**config.mk**
```make
export PLATFORM = sky130hd
export DESIGN_NAME = alu_top
export DESIGN_NICKNAME = d
export VERILOG_FILES = /design/src/hdl/alu_pkg.sv /design/src/hdl/alu_regfile.sv /design/src/hdl/alu_core.sv /design/src/hdl/alu_top.sv
export VERILOG_INCLUDE_DIRS = /design/src /design/src/hdl
export SDC_FILE = /design/constraint.sdc
export NUM_CORES = 1
export LEC_CHECK = 0
export BUFFER_PORTS_ARGS = -buffer_cell sky130_fd_sc_hd__buf_4
export CORE_UTILIZATION = 45
export DETAILED_ROUTE_END_ITERATION = 8
export GPL_ROUTABILITY_DRIVEN = 0
export GPL_TIMING_DRIVEN = 0
export PLACE_DENSITY_LB_ADDON = 0.08
export SLEW_MARGIN = 5
export SYNTH_ARGS = -nofsm -noshare
export SYNTH_HDL_FRONTEND = slang
export SYNTH_SLANG_ARGS = --single-unit
```
**constraint.sdc**
```tcl
create_clock -name sys_clk -period 5.9 [get_ports sys_clk]
set_input_delay 1.18 -clock sys_clk [delete_from_list [all_inputs] [get_ports sys_clk]]
set_output_delay 1.18 -clock sys_clk [all_outputs]
set_load 0.03 [all_outputs]
```
**src/hdl/alu_consts.svh**
```systemverilog
`ifndef ALU_CONSTS_SVH
`define ALU_CONSTS_SVH
// Instruction word fields.
`define ALU_OPC_HI 15
`define ALU_OPC_LO 12
`define ALU_DST_HI 11
`define ALU_DST_LO 8
`define ALU_SRC_HI 7
`define ALU_SRC_LO 4
`define ALU_SUB_HI 3
`define ALU_SUB_LO 0
`define ALU_IMM_HI 7
`define ALU_IMM_LO 0
// Top nibble that selects the register-register form.
`define ALU_REG_FORM 4'hc
// Highest operation code handled here.
`define ALU_OP_MAX 4'h7
// Operand and register file sizes.
`define ALU_WIDTH 8
`define ALU_NREG 16
`define ALU_ZERO_BYTE 8'h00
`define ALU_ZERO_WORD 16'h0000
`endif

```
**src/hdl/alu_pkg.sv**
```systemverilog
package alu_pkg;
    // Operation selector, in encoding order of the low opcode nibble.
    typedef enum logic [2:0] {
        ALU_OP_LOAD,
        ALU_OP_AND,
        ALU_OP_OR,
        ALU_OP_XOR,
        ALU_OP_ADD,
        ALU_OP_ADDC,
        ALU_OP_SUB,
        ALU_OP_SUBB
    } alu_op_t;
    typedef logic [7:0] alu_byte_t;
endpackage

```
**src/hdl/alu_regfile.sv**
```systemverilog
`timescale 1ns/10ps
`include "alu_consts.svh"
// Sixteen general registers, two read ports, one write port.
module alu_regfile
    import alu_pkg::*;
(
    // Clock and reset.
    input wire logic sys_clk,
    input wire logic rst,
    // Read ports.
    input wire logic [3:0] rd_a_addr,
    input wire logic [3:0] rd_b_addr,
    output alu_pkg::alu_byte_t rd_a_data,
    output alu_pkg::alu_byte_t rd_b_data,
    // Write port.
    input wire logic wr_en,
    input wire logic [3:0] wr_addr,
    input wire alu_pkg::alu_byte_t wr_data
);
    alu_byte_t regs_ff [`ALU_NREG];

    // Registers clear on reset so that simulation starts defined.
    always_ff @(posedge sys_clk) begin
        if (rst) begin
            for (int i = 0; i < `ALU_NREG; i++) begin
                regs_ff[i] <= `ALU_ZERO_BYTE;
            end
        end else if (wr_en) begin
            regs_ff[wr_addr] <= wr_data;
        end
    end

    assign rd_a_data = regs_ff[rd_a_addr];
    assign rd_b_data = regs_ff[rd_b_addr];
endmodule

```
**src/hdl/alu_core.sv**
```systemverilog
`timescale 1ns/10ps
`include "alu_consts.svh"
// Purely combinational 8-bit operation unit.
module alu_core
    import alu_pkg::*;
(
    // Operation and operands.
    input wire alu_pkg::alu_op_t op,
    input wire alu_pkg::alu_byte_t opa,
    input wire alu_pkg::alu_byte_t opb,
    input wire logic carry_in,
    // Result.
    output alu_pkg::alu_byte_t result,
    output logic carry_out,
    output logic flags_upd
);
    logic [`ALU_WIDTH:0] wide;

    // Nine-bit arithmetic; the top bit is carry on add and borrow on subtract.
    always_comb begin
        wide = {1'b0, `ALU_ZERO_BYTE};
        flags_upd = 1'b1;
        case (op)
            ALU_OP_LOAD: begin
                wide = {1'b0, opb};
                flags_upd = 1'b0;
            end
            ALU_OP_AND: wide = {1'b0, opa & opb};
            ALU_OP_OR: wide = {1'b0, opa | opb};
            ALU_OP_XOR: wide = {1'b0, opa ^ opb};
            ALU_OP_ADD: wide = {1'b0, opa} + {1'b0, opb};
            ALU_OP_ADDC: wide = {1'b0, opa} + {1'b0, opb}
                + {8'h00, carry_in};
            ALU_OP_SUB: wide = {1'b0, opa} - {1'b0, opb};
            ALU_OP_SUBB: wide = {1'b0, opa} - {1'b0, opb}
                - {8'h00, carry_in};
            default: wide = {1'b0, opb};
        endcase
        result = wide[`ALU_WIDTH-1:0];
        carry_out = wide[`ALU_WIDTH];
    end
endmodule

```
**src/hdl/alu_top.sv**
```systemverilog
`timescale 1ns/10ps
`include "alu_consts.svh"
// Functional notes
// - Load copies operand, flags untouched.
// - Every operation takes two clock cycles.
// - Cxy0 loads register, 0xkk loads constant.
// - And: Cxy1 register, 1xkk immediate.
// - Or: Cxy2 register, 2xkk immediate.
// - Xor: Cxy3 register, 3xkk immediate.
// - Or with zero clears carry, tests zero.
// - Zero flag reflects an all-zero result.
// - Add ignores carry in: Cxy4/4xkk.
// - Add with carry includes carry flag.
// - Subtract ignores carry in: Cxy6/6xkk.
// - Subtract sets carry on underflow.
// - Subtract with borrow uses carry as borrow.
// - First register is source and destination.
// - Immediate is the low instruction byte.
// - Full byte constants, sixteen registers each.
module alu_top
    import alu_pkg::*;
(
    // Clock and reset.
    input wire logic sys_clk,
    input wire logic rst,
    // Instruction issue from the decoder.
    input wire logic instr_valid,
    input wire logic [15:0] instr,
    // Issue handshake and completion.
    output logic busy_ff,
    output logic done_ff,
    output logic illegal_ff,
    // Flags for conditional branching.
    output logic zero_flag_ff,
    output logic carry_flag_ff,
    // Last result written back.
    output alu_pkg::alu_byte_t result_ff,
    output logic [3:0] result_reg_ff
);
    import alu_pkg::*;

    // ========================================================================
    // Instruction capture and decode
    // ========================================================================
    typedef enum logic [0:0] {
        ALU_ST_IDLE,
        ALU_ST_EXEC
    } alu_state_t;

    alu_state_t state_ff;
    alu_state_t nxt_state;
    logic [15:0] instr_ff;
    logic [3:0] opc_hi;
    logic [3:0] dst_sel;
    logic [3:0] src_sel;
    logic [3:0] sub_op;
    logic reg_form;
    logic legal;
    alu_op_t op;
    alu_byte_t imm;
    alu_byte_t opa;
    alu_byte_t opb_reg;
    alu_byte_t opb;
    alu_byte_t res;
    logic cout;
    logic upd;
    logic accept;
    logic commit;

    assign accept = (state_ff == ALU_ST_IDLE) && instr_valid;
    assign commit = (state_ff == ALU_ST_EXEC);

    // Capture the word at issue so the decoder may move on meanwhile.
    always_ff @(posedge sys_clk) begin
        if (rst) begin
            instr_ff <= `ALU_ZERO_WORD;
        end else if (accept) begin
            instr_ff <= instr;
        end
    end

    // Field split; register form uses the low nibble as operation.
    assign opc_hi = instr_ff[`ALU_OPC_HI:`ALU_OPC_LO];
    assign dst_sel = instr_ff[`ALU_DST_HI:`ALU_DST_LO];
    assign src_sel = instr_ff[`ALU_SRC_HI:`ALU_SRC_LO];
    assign sub_op = instr_ff[`ALU_SUB_HI:`ALU_SUB_LO];
    assign imm = instr_ff[`ALU_IMM_HI:`ALU_IMM_LO];
    assign reg_form = (opc_hi == `ALU_REG_FORM);

    // Opcode nibble maps straight onto the operation encoding.
    // Codes above seven belong to other units; they are flagged, not executed.
    always_comb begin
        op = ALU_OP_LOAD;
        legal = 1'b0;
        if (reg_form) begin
            legal = (sub_op <= `ALU_OP_MAX);
            op = alu_op_t'(sub_op[2:0]);
        end else begin
            legal = (opc_hi <= `ALU_OP_MAX);
            op = alu_op_t'(opc_hi[2:0]);
        end
    end

    // ========================================================================
    // Register file and operation unit
    // ========================================================================
    alu_regfile alu_regfile_inst (
        .sys_clk(sys_clk),
        .rst(rst),
        .rd_a_addr(dst_sel),
        .rd_b_addr(src_sel),
        .rd_a_data(opa),
        .rd_b_data(opb_reg),
        .wr_en(commit && legal),
        .wr_addr(dst_sel),
        .wr_data(res)
    );

    // Second operand is the register or the embedded constant.
    assign opb = reg_form ? opb_reg : imm;

    alu_core alu_core_inst (
        .op(op),
        .opa(opa),
        .opb(opb),
        .carry_in(carry_flag_ff),
        .result(res),
        .carry_out(cout),
        .flags_upd(upd)
    );

    // ========================================================================
    // Two-cycle sequencing
    // ========================================================================
    // Issue cycle captures, execute cycle commits; no overlap, which keeps
    // operand reads clear of any write hazard at the cost of throughput.
    always_comb begin
        nxt_state = state_ff;
        case (state_ff)
            ALU_ST_IDLE: if (instr_valid) nxt_state = ALU_ST_EXEC;
            ALU_ST_EXEC: nxt_state = ALU_ST_IDLE;
            default: nxt_state = ALU_ST_IDLE;
        endcase
    end

    // State register for the issue and execute phases.
    always_ff @(posedge sys_clk) begin
        if (rst) begin
            state_ff <= ALU_ST_IDLE;
        end else begin
            state_ff <= nxt_state;
        end
    end

    // Busy is high for the execute cycle; issue only while low.
    always_ff @(posedge sys_clk) begin
        if (rst) begin
            busy_ff <= 1'b0;
        end else begin
            busy_ff <= accept;
        end
    end

    // Done pulses once, in the cycle after commit.
    always_ff @(posedge sys_clk) begin
        if (rst) begin
            done_ff <= 1'b0;
            illegal_ff <= 1'b0;
        end else begin
            done_ff <= commit;
            illegal_ff <= commit && !legal;
        end
    end

    // ========================================================================
    // Flags and result, committed with the register write
    // ========================================================================
    always_ff @(posedge sys_clk) begin
        if (rst) begin
            zero_flag_ff <= 1'b0;
            carry_flag_ff <= 1'b0;
        end else if (commit && legal && upd) begin
            zero_flag_ff <= (res == `ALU_ZERO_BYTE);
            carry_flag_ff <= cout;
        end
    end

    // Result copy moves with the register write, so both read the same value.
    always_ff @(posedge sys_clk) begin
        if (rst) begin
            result_ff <= `ALU_ZERO_BYTE;
            result_reg_ff <= 4'h0;
        end else if (commit && legal) begin
            result_ff <= res;
            result_reg_ff <= dst_sel;
        end
    end

    // ========================================================================
    // Checks
    // ========================================================================
    // Each result and flag check looks one edge after commit, where result and flags settle.
    // Expected values, except the zero flag compared against result_ff, are rebuilt from the sampled operands, not from res.
    chk_two_cycle: assert property (@(posedge sys_clk) disable iff (rst)
        accept |=> busy_ff ##1 (done_ff && !busy_ff))
        else $error("Instruction did not finish in two cycles");

    chk_load_flags: assert property (@(posedge sys_clk) disable iff (rst)
        (commit && legal && op == ALU_OP_LOAD) |=>
        $stable(zero_flag_ff) && $stable(carry_flag_ff))
        else $error("Load changed a flag");

    chk_load_value: assert property (@(posedge sys_clk) disable iff (rst)
        (commit && legal && op == ALU_OP_LOAD) |=> result_ff == $past(opb))
        else $error("Load wrote the wrong value");

    chk_zero_flag: assert property (@(posedge sys_clk) disable iff (rst)
        (done_ff && !illegal_ff && $past(op) != ALU_OP_LOAD) |->
        zero_flag_ff == (result_ff == `ALU_ZERO_BYTE))
        else $error("Zero flag disagrees with result");

    chk_logic_carry: assert property (@(posedge sys_clk) disable iff (rst)
        (commit && legal && (op == ALU_OP_AND || op == ALU_OP_OR || op == ALU_OP_XOR))
        |=> !carry_flag_ff)
        else $error("Logic operation left carry set");

    chk_sub_borrow: assert property (@(posedge sys_clk) disable iff (rst)
        (commit && legal && op == ALU_OP_SUB) |=>
        carry_flag_ff == ($past(opa) < $past(opb)))
        else $error("Subtract borrow wrong");

    chk_add_carry: assert property (@(posedge sys_clk) disable iff (rst)
        (commit && legal && op == ALU_OP_ADD) |=>
        {carry_flag_ff, result_ff} == {1'b0, $past(opa)} + {1'b0, $past(opb)})
        else $error("Add sum or carry wrong");

    chk_addc_sum: assert property (@(posedge sys_clk) disable iff (rst)
        (commit && legal && op == ALU_OP_ADDC) |=>
        {carry_flag_ff, result_ff} ==
        {1'b0, $past(opa)} + {1'b0, $past(opb)} + {8'h00, $past(carry_flag_ff)})
        else $error("Add with carry wrong");

    chk_subb_diff: assert property (@(posedge sys_clk) disable iff (rst)
        (commit && legal && op == ALU_OP_SUBB) |=>
        {carry_flag_ff, result_ff} ==
        {1'b0, $past(opa)} - {1'b0, $past(opb)} - {8'h00, $past(carry_flag_ff)})
        else $error("Subtract with borrow wrong");

    chk_sub_diff: assert property (@(posedge sys_clk) disable iff (rst)
        (commit && legal && op == ALU_OP_SUB) |=>
        result_ff == $past(opa) - $past(opb))
        else $error("Subtract difference wrong");

    // Bitwise results, one check for each logic operation.
    chk_and_value: assert property (@(posedge sys_clk) disable iff (rst)
        (commit && legal && op == ALU_OP_AND) |=>
        result_ff == ($past(opa) & $past(opb)))
        else $error("And result wrong");

    chk_or_value: assert property (@(posedge sys_clk) disable iff (rst)
        (commit && legal && op == ALU_OP_OR) |=>
        result_ff == ($past(opa) | $past(opb)))
        else $error("Or result wrong");

    chk_xor_value: assert property (@(posedge sys_clk) disable iff (rst)
        (commit && legal && op == ALU_OP_XOR) |=>
        result_ff == ($past(opa) ^ $past(opb)))
        else $error("Xor result wrong");

    // Or with a zero constant is the idiom for testing a register.
    chk_or_zero: assert property (@(posedge sys_clk) disable iff (rst)
        (commit && legal && op == ALU_OP_OR && !reg_form && imm == `ALU_ZERO_BYTE) |=>
        result_ff == $past(opa) && !carry_flag_ff &&
        zero_flag_ff == ($past(opa) == `ALU_ZERO_BYTE))
        else $error("Or with zero altered register or flags");

    chk_dest_index: assert property (@(posedge sys_clk) disable iff (rst)
        (commit && legal) |=> result_reg_ff == $past(dst_sel))
        else $error("Result reported for the wrong register");

    // A foreign opcode must leave the result, the result register index and both flags alone.
    chk_illegal_quiet: assert property (@(posedge sys_clk) disable iff (rst)
        (commit && !legal) |=> $stable(result_ff) && $stable(result_reg_ff) &&
        $stable(zero_flag_ff) && $stable(carry_flag_ff))
        else $error("Illegal opcode changed result or flags");

    chk_done_pulse: assert property (@(posedge sys_clk) disable iff (rst)
        done_ff |=> !done_ff)
        else $error("Done stood longer than one cycle");

    chk_busy_once: assert property (@(posedge sys_clk) disable iff (rst)
        busy_ff |=> !busy_ff)
        else $error("Busy stood longer than one cycle");

    cov_add_overflow: cover property (@(posedge sys_clk) disable iff (rst)
        commit && op == ALU_OP_ADD && cout);
    cov_sub_underflow: cover property (@(posedge sys_clk) disable iff (rst)
        commit && op == ALU_OP_SUB && cout);
    cov_reg_form: cover property (@(posedge sys_clk) disable iff (rst)
        commit && reg_form && op == ALU_OP_XOR);
    // A new word taken in the very cycle that reports the last one.
    cov_back_to_back: cover property (@(posedge sys_clk) disable iff (rst)
        done_ff && accept);
    cov_subb_borrow: cover property (@(posedge sys_clk) disable iff (rst)
        commit && op == ALU_OP_SUBB && cout);
endmodule

```
Word-level counts from Yosys, hierarchy flattened. Memories as Yosys holds them, arrays and structs flattened. A register that Yosys moved wholly into a read port is not among the register bits. Index checks and enable logic that the tools add are counted.

Register bits: 34. Bits in writable memories: 128. Input port bits: 19. Output and inout port bits: 17. Logic and storage cells: 55. Memories kept: 1.

Memories: alu_regfile_inst.regs_ff (depth 16, width 8, read ports 2, clocked after memory_dff 2, write ports 16, line alu_regfile.sv:20) `` alu_byte_t regs_ff [`ALU_NREG]; ``.

Add/subtract/negate cells: 4. Magnitude comparators: 2. Equality and inequality tests: 8. Muxes and demuxes: 19. Bitwise gates (word level): 4. Reductions and logical operators: 8.

Operator list (count): $pmux 9 s8 (1); $mux 4 (5); $mux 8 (2); $eq 3x3->1 const B (4); $add 8x8->9 (1); $add 9x1->9 (1); $mux 1 (9); $sub 8x8->9 (1); $sub 9x1->9 (1); $and 8x8->8 (1); $le 4x3->1 const B (2); $logic_not 8->1 (1); $or 8x8->8 (1); $reduce_or 8->1 (1); $xor 8x8->8 (1); $eq 3x2->1 const B (2); $eq 4x4->1 const B (1); $logic_and 1x1->1 (4); $eq 3x1->1 const B (1); $logic_not 3->1 (1); $mux 3 (1); $pmux 1 s2 (1); $logic_not 1->1 (1); $not 1->1 (1).

Logic depth before layout (Yosys ltp).
Depth in word-level cells: 8. Mapped depth: 20. Gate-level depth less buffers: 17.

Modules after synthesis. A second synthesis with hierarchy kept.

Cells, all modules: 867. Area total of the unflattened synthesis: 10082.2 um2.

Modules (own cells, without submodules): alu_regfile (instances 1, cells each 445, area each 6802.8 um2, seq. area each 3843.7 um2); alu_core (instances 1, cells each 260, area each 1804.2 um2, seq. area each 0.0 um2); alu_top (instances 1, cells each 162, area each 1475.2 um2, seq. area each 680.7 um2).

Worst setup path after synthesis. OpenSTA, ideal clock, no wires.

Path type: flip-flop to flip-flop. Start: register with a tool-made name. End: memory alu_regfile_inst.regs_ff[15][7] (netlist name) (data pin). Setup time: 0.263 ns. Data arrival time: 4.788 ns. Required time: 5.637 ns. Path slack: 0.849 ns. Stages on the path, launching flop included: 18. Buffers on the path: 3. Clock period less this slack: 5.051 ns. Path through: dfxtp_1 > clkbuf_1 > buf_1 > mux4_2 > mux4_2 > inv_1 > ha_1 > inv_1 > fa_1 > a211oi_1 > nor2_1 > xnor2_1 > or3_1 > nor4_1 > nor3_1 > o32ai_4 > buf_6 > nor2_2.

RTL lines (line): to (decl) (alu_regfile.sv:20).

==> impl_metrics.ini <==
[synth]
syn-cell-area_um2 = 10100
syn_inst = 850
synth_nets = 899
yosys_warnings = 0
async_flop_share_pct = 0
synth_seq_cells = 170
yosysTopAreaCell = edfxtp_1
synth_top_area_share_pct = 38.1
syn_avg_cell_area_um2 = 11.9
synth_flop_cell = edfxtp_1
ys_types = 80
seq_area_frac_synth_pct = 46.5
synthTopCellsByArea = edfxtp_1 (38%), mux4_2 (17%), dfxtp_1 (8.3%)
synth_edf_count = 128

[placement]
pre_cts_ws_ps = -493
hpwlAfterDp_um = 22700
numPortBuffers = 34

[die]
top_level_ports = 36
core_um2 = 21900
start_util_pct = 46.0
die_h_um = 152
row_count = 54
die_area_um2 = 23000
die_w_um = 152

[timing]
fin_ws_ps = 217
period_needed_ps = 5680
relSlewSlack_pct = 24.8
fin_hold_ws_ps = 485
setup_violations = 0
max_freq_mhz = 176
fin_worst_skew_ps = 11.4
fin_setup_tns_ps = 0
rsz0062_at_grt = no
tightest_slew_ps = 1120
final_max_slew_viol_count = 0
hold_viol = 0
period_share_pct = 96.3

[min_path]
hold_depth = 2
hold_start = instr_ff[3]
hold_class = reg2reg
min_to = instr_ff[3]

[routing]
vias = 7526
drtIter0Drc = 673
wirelength_um = 30700
ant_nets = 0
dr.pass1.iters = 5
wl_per_cell_um = 25.6
via_per_inst = 6.26
drc = 0

[critical_path]
r2r_end = alu_regfile_inst.regs_ff[5][7]
worstPathMaxFanout = 10
worstRegToRegCells = 17
crit_required_ps = 6060
cp-end-kind = flip-flop
crit_type = reg2reg
worstPathArrival_ps = 5840
crit_path_start_kind = flip-flop
reg2reg_slack_ps = 220

[grt]
antenna_found_initial = 0
grt_pass1_vias = 7395
grt_overflow = 0
grt_max_degree = 17
track_usage_pct = 28.4
grt_pass1_wl_um = 46400

[clocking]
tritoncts = built
cts-htree-levels = 4
path_clk_slew_ps = 60
insertion_delay_ps = 430
ctsHoldBuffers = 0
clock_sink_count = 170
clockRootBuffer = clkbuf_16
clockBufferDepth = 2
cts_inserted_buffers = 17

[final_layout]
final_core_util_pct = 51.9
drive_gt1_share_pct = 24.4
nNetsFinal = 959
final_cell_mix = nor2_1 (148), edfxtp_1 (128), nand2_1 (78), mux4_2 (78), dfxtp_1 (42)
antennaDiodeCount = 0
mostFrequentLayoutCell = nor2_1
syn_to_final_growth_pct = 12.7

[run]
max-cap-violations = 0

[pwr]
p_leak_nw = 3.99
cellPowerDensity_nw_per_um2 = 287
ir_drop_mv = 0.201

[run_status]
status = finished clean
## synth_stat cells (3+ instances only)
cell type	number
nor2_1	148
edfxtp_1	128
mux4_2	78
nand2_1	78
dfxtp_1	42
a21oi_1	37
ha_1	28
inv_1	25
clkbuf_1	23
nand2b_1	21
nor2_2	20
mux2i_1	14
xnor2_1	13
nand3_1	12
o21ai_0	12
buf_2	11
nor2b_1	11
buf_1	10
nor3_1	10
xor2_1	10
o211ai_1	7
o221ai_1	7
buf_6	6
o21a_1	6
o31ai_1	6
a211oi_1	4
a31oi_1	4
nand3_2	4
nor3b_1	4
nor4_1	4
o22ai_1	4
clkbuf_8	3
or3_1	3
## area by class of cell
class,instances,area [um^2]
Buffer,57,352
Timing Repair Buffer,41,333
Multi-Input combinational cell,595,4940
Clock inverter,11,145
Sequential cell,170,4680
Inverter,28,119
Fill cell,2003,10500
Clock buffer,20,437
Tap cell,280,350
## routing by layer
metal	vias to the layer above	wire (um)	GRT usage [%]
li1	3272	-	-
met1	3826	12900	39.1
met2	367	14800	45.9
met3	61	2160	4.28
met4	0	881	9.70
met5	-	0	0
## logic make-up (layout without fill, tap and decap cells)
logic type	count (synthesis)	after routing	synth area share, %
multiplexers	93	93	18.9
flip-flops	170	170	46.5
XOR/XNOR	23	23	2.00
AO/OA/AOI/OAI	117	117	8.84
buffers and inverters	85	157	4.58
adder cells (fa/ha/maj)	30	30	3.87
AND/OR/NAND/NOR	332	332	15.3
## sequential cells by signal, indices dropped and copies added (netlist names), named ones only
name and count:
alu_regfile_inst.regs_ff 128, instr_ff 16, result_ff 8, result_reg_ff 4, busy_ff 1, carry_flag_ff 1
commit 1, done_ff 1, illegal_ff 1, zero_flag_ff 1
## worst max-delay path: stages, from the launching register on
cell and delay, ps:
dfxtp_1 300, clkbuf_1 310, buf_2 470, mux4_2 610
mux4_2 560, inv_1 110, ha_1 230, inv_1 80
fa_1 490, a211oi_1 330, nor2_1 150, xnor2_1 190
or3_1 430, nor4_1 310, nor3_1 140, o32ai_4 400
buf_4 240, nor2_1 50
## power breakdown
part           switching [mW]  internal [mW]
clock                   0.472          0.664
sequential             0.0319           1.33
combinational           0.468          0.298
total                   0.971           2.29
## how the worst max path moves through the flow
stage | depth (start not counted) | end | start | slack [ps]
finish | 17 | alu_regfile_inst.regs_ff[5][7] | flip-flop | 220
global route | 19 | alu_regfile_inst.regs_ff[8][7] | flip-flop | 10
CTS | 19 | alu_regfile_inst.regs_ff[15][5] | flip-flop | 120
detailed placement | 18 | alu_regfile_inst.regs_ff[7][6] | flip-flop | -490
global placement | 18 | alu_regfile_inst.regs_ff[0][6] | flip-flop | -470
floorplan | 17 | alu_regfile_inst.regs_ff[15][7] | flip-flop | 850
## stage by stage
stage               total power, mW  instances  instance area, um^2
floorplan                      1.89        850                10100
global placement               2.10       1164                10700
detailed placement             2.12       1164                10700
CTS                            3.24       1199                11300
global route                   3.37       1202                11400
finish                         3.26       1202                11400
## repair_timing
action	4_1_cts	5_1_grt
gates resized for setup	8	8
pin swaps	2	3
endpoints found under the setup margin	65	65
setup buffers	4	3
(Power assumes the default switching activity.)
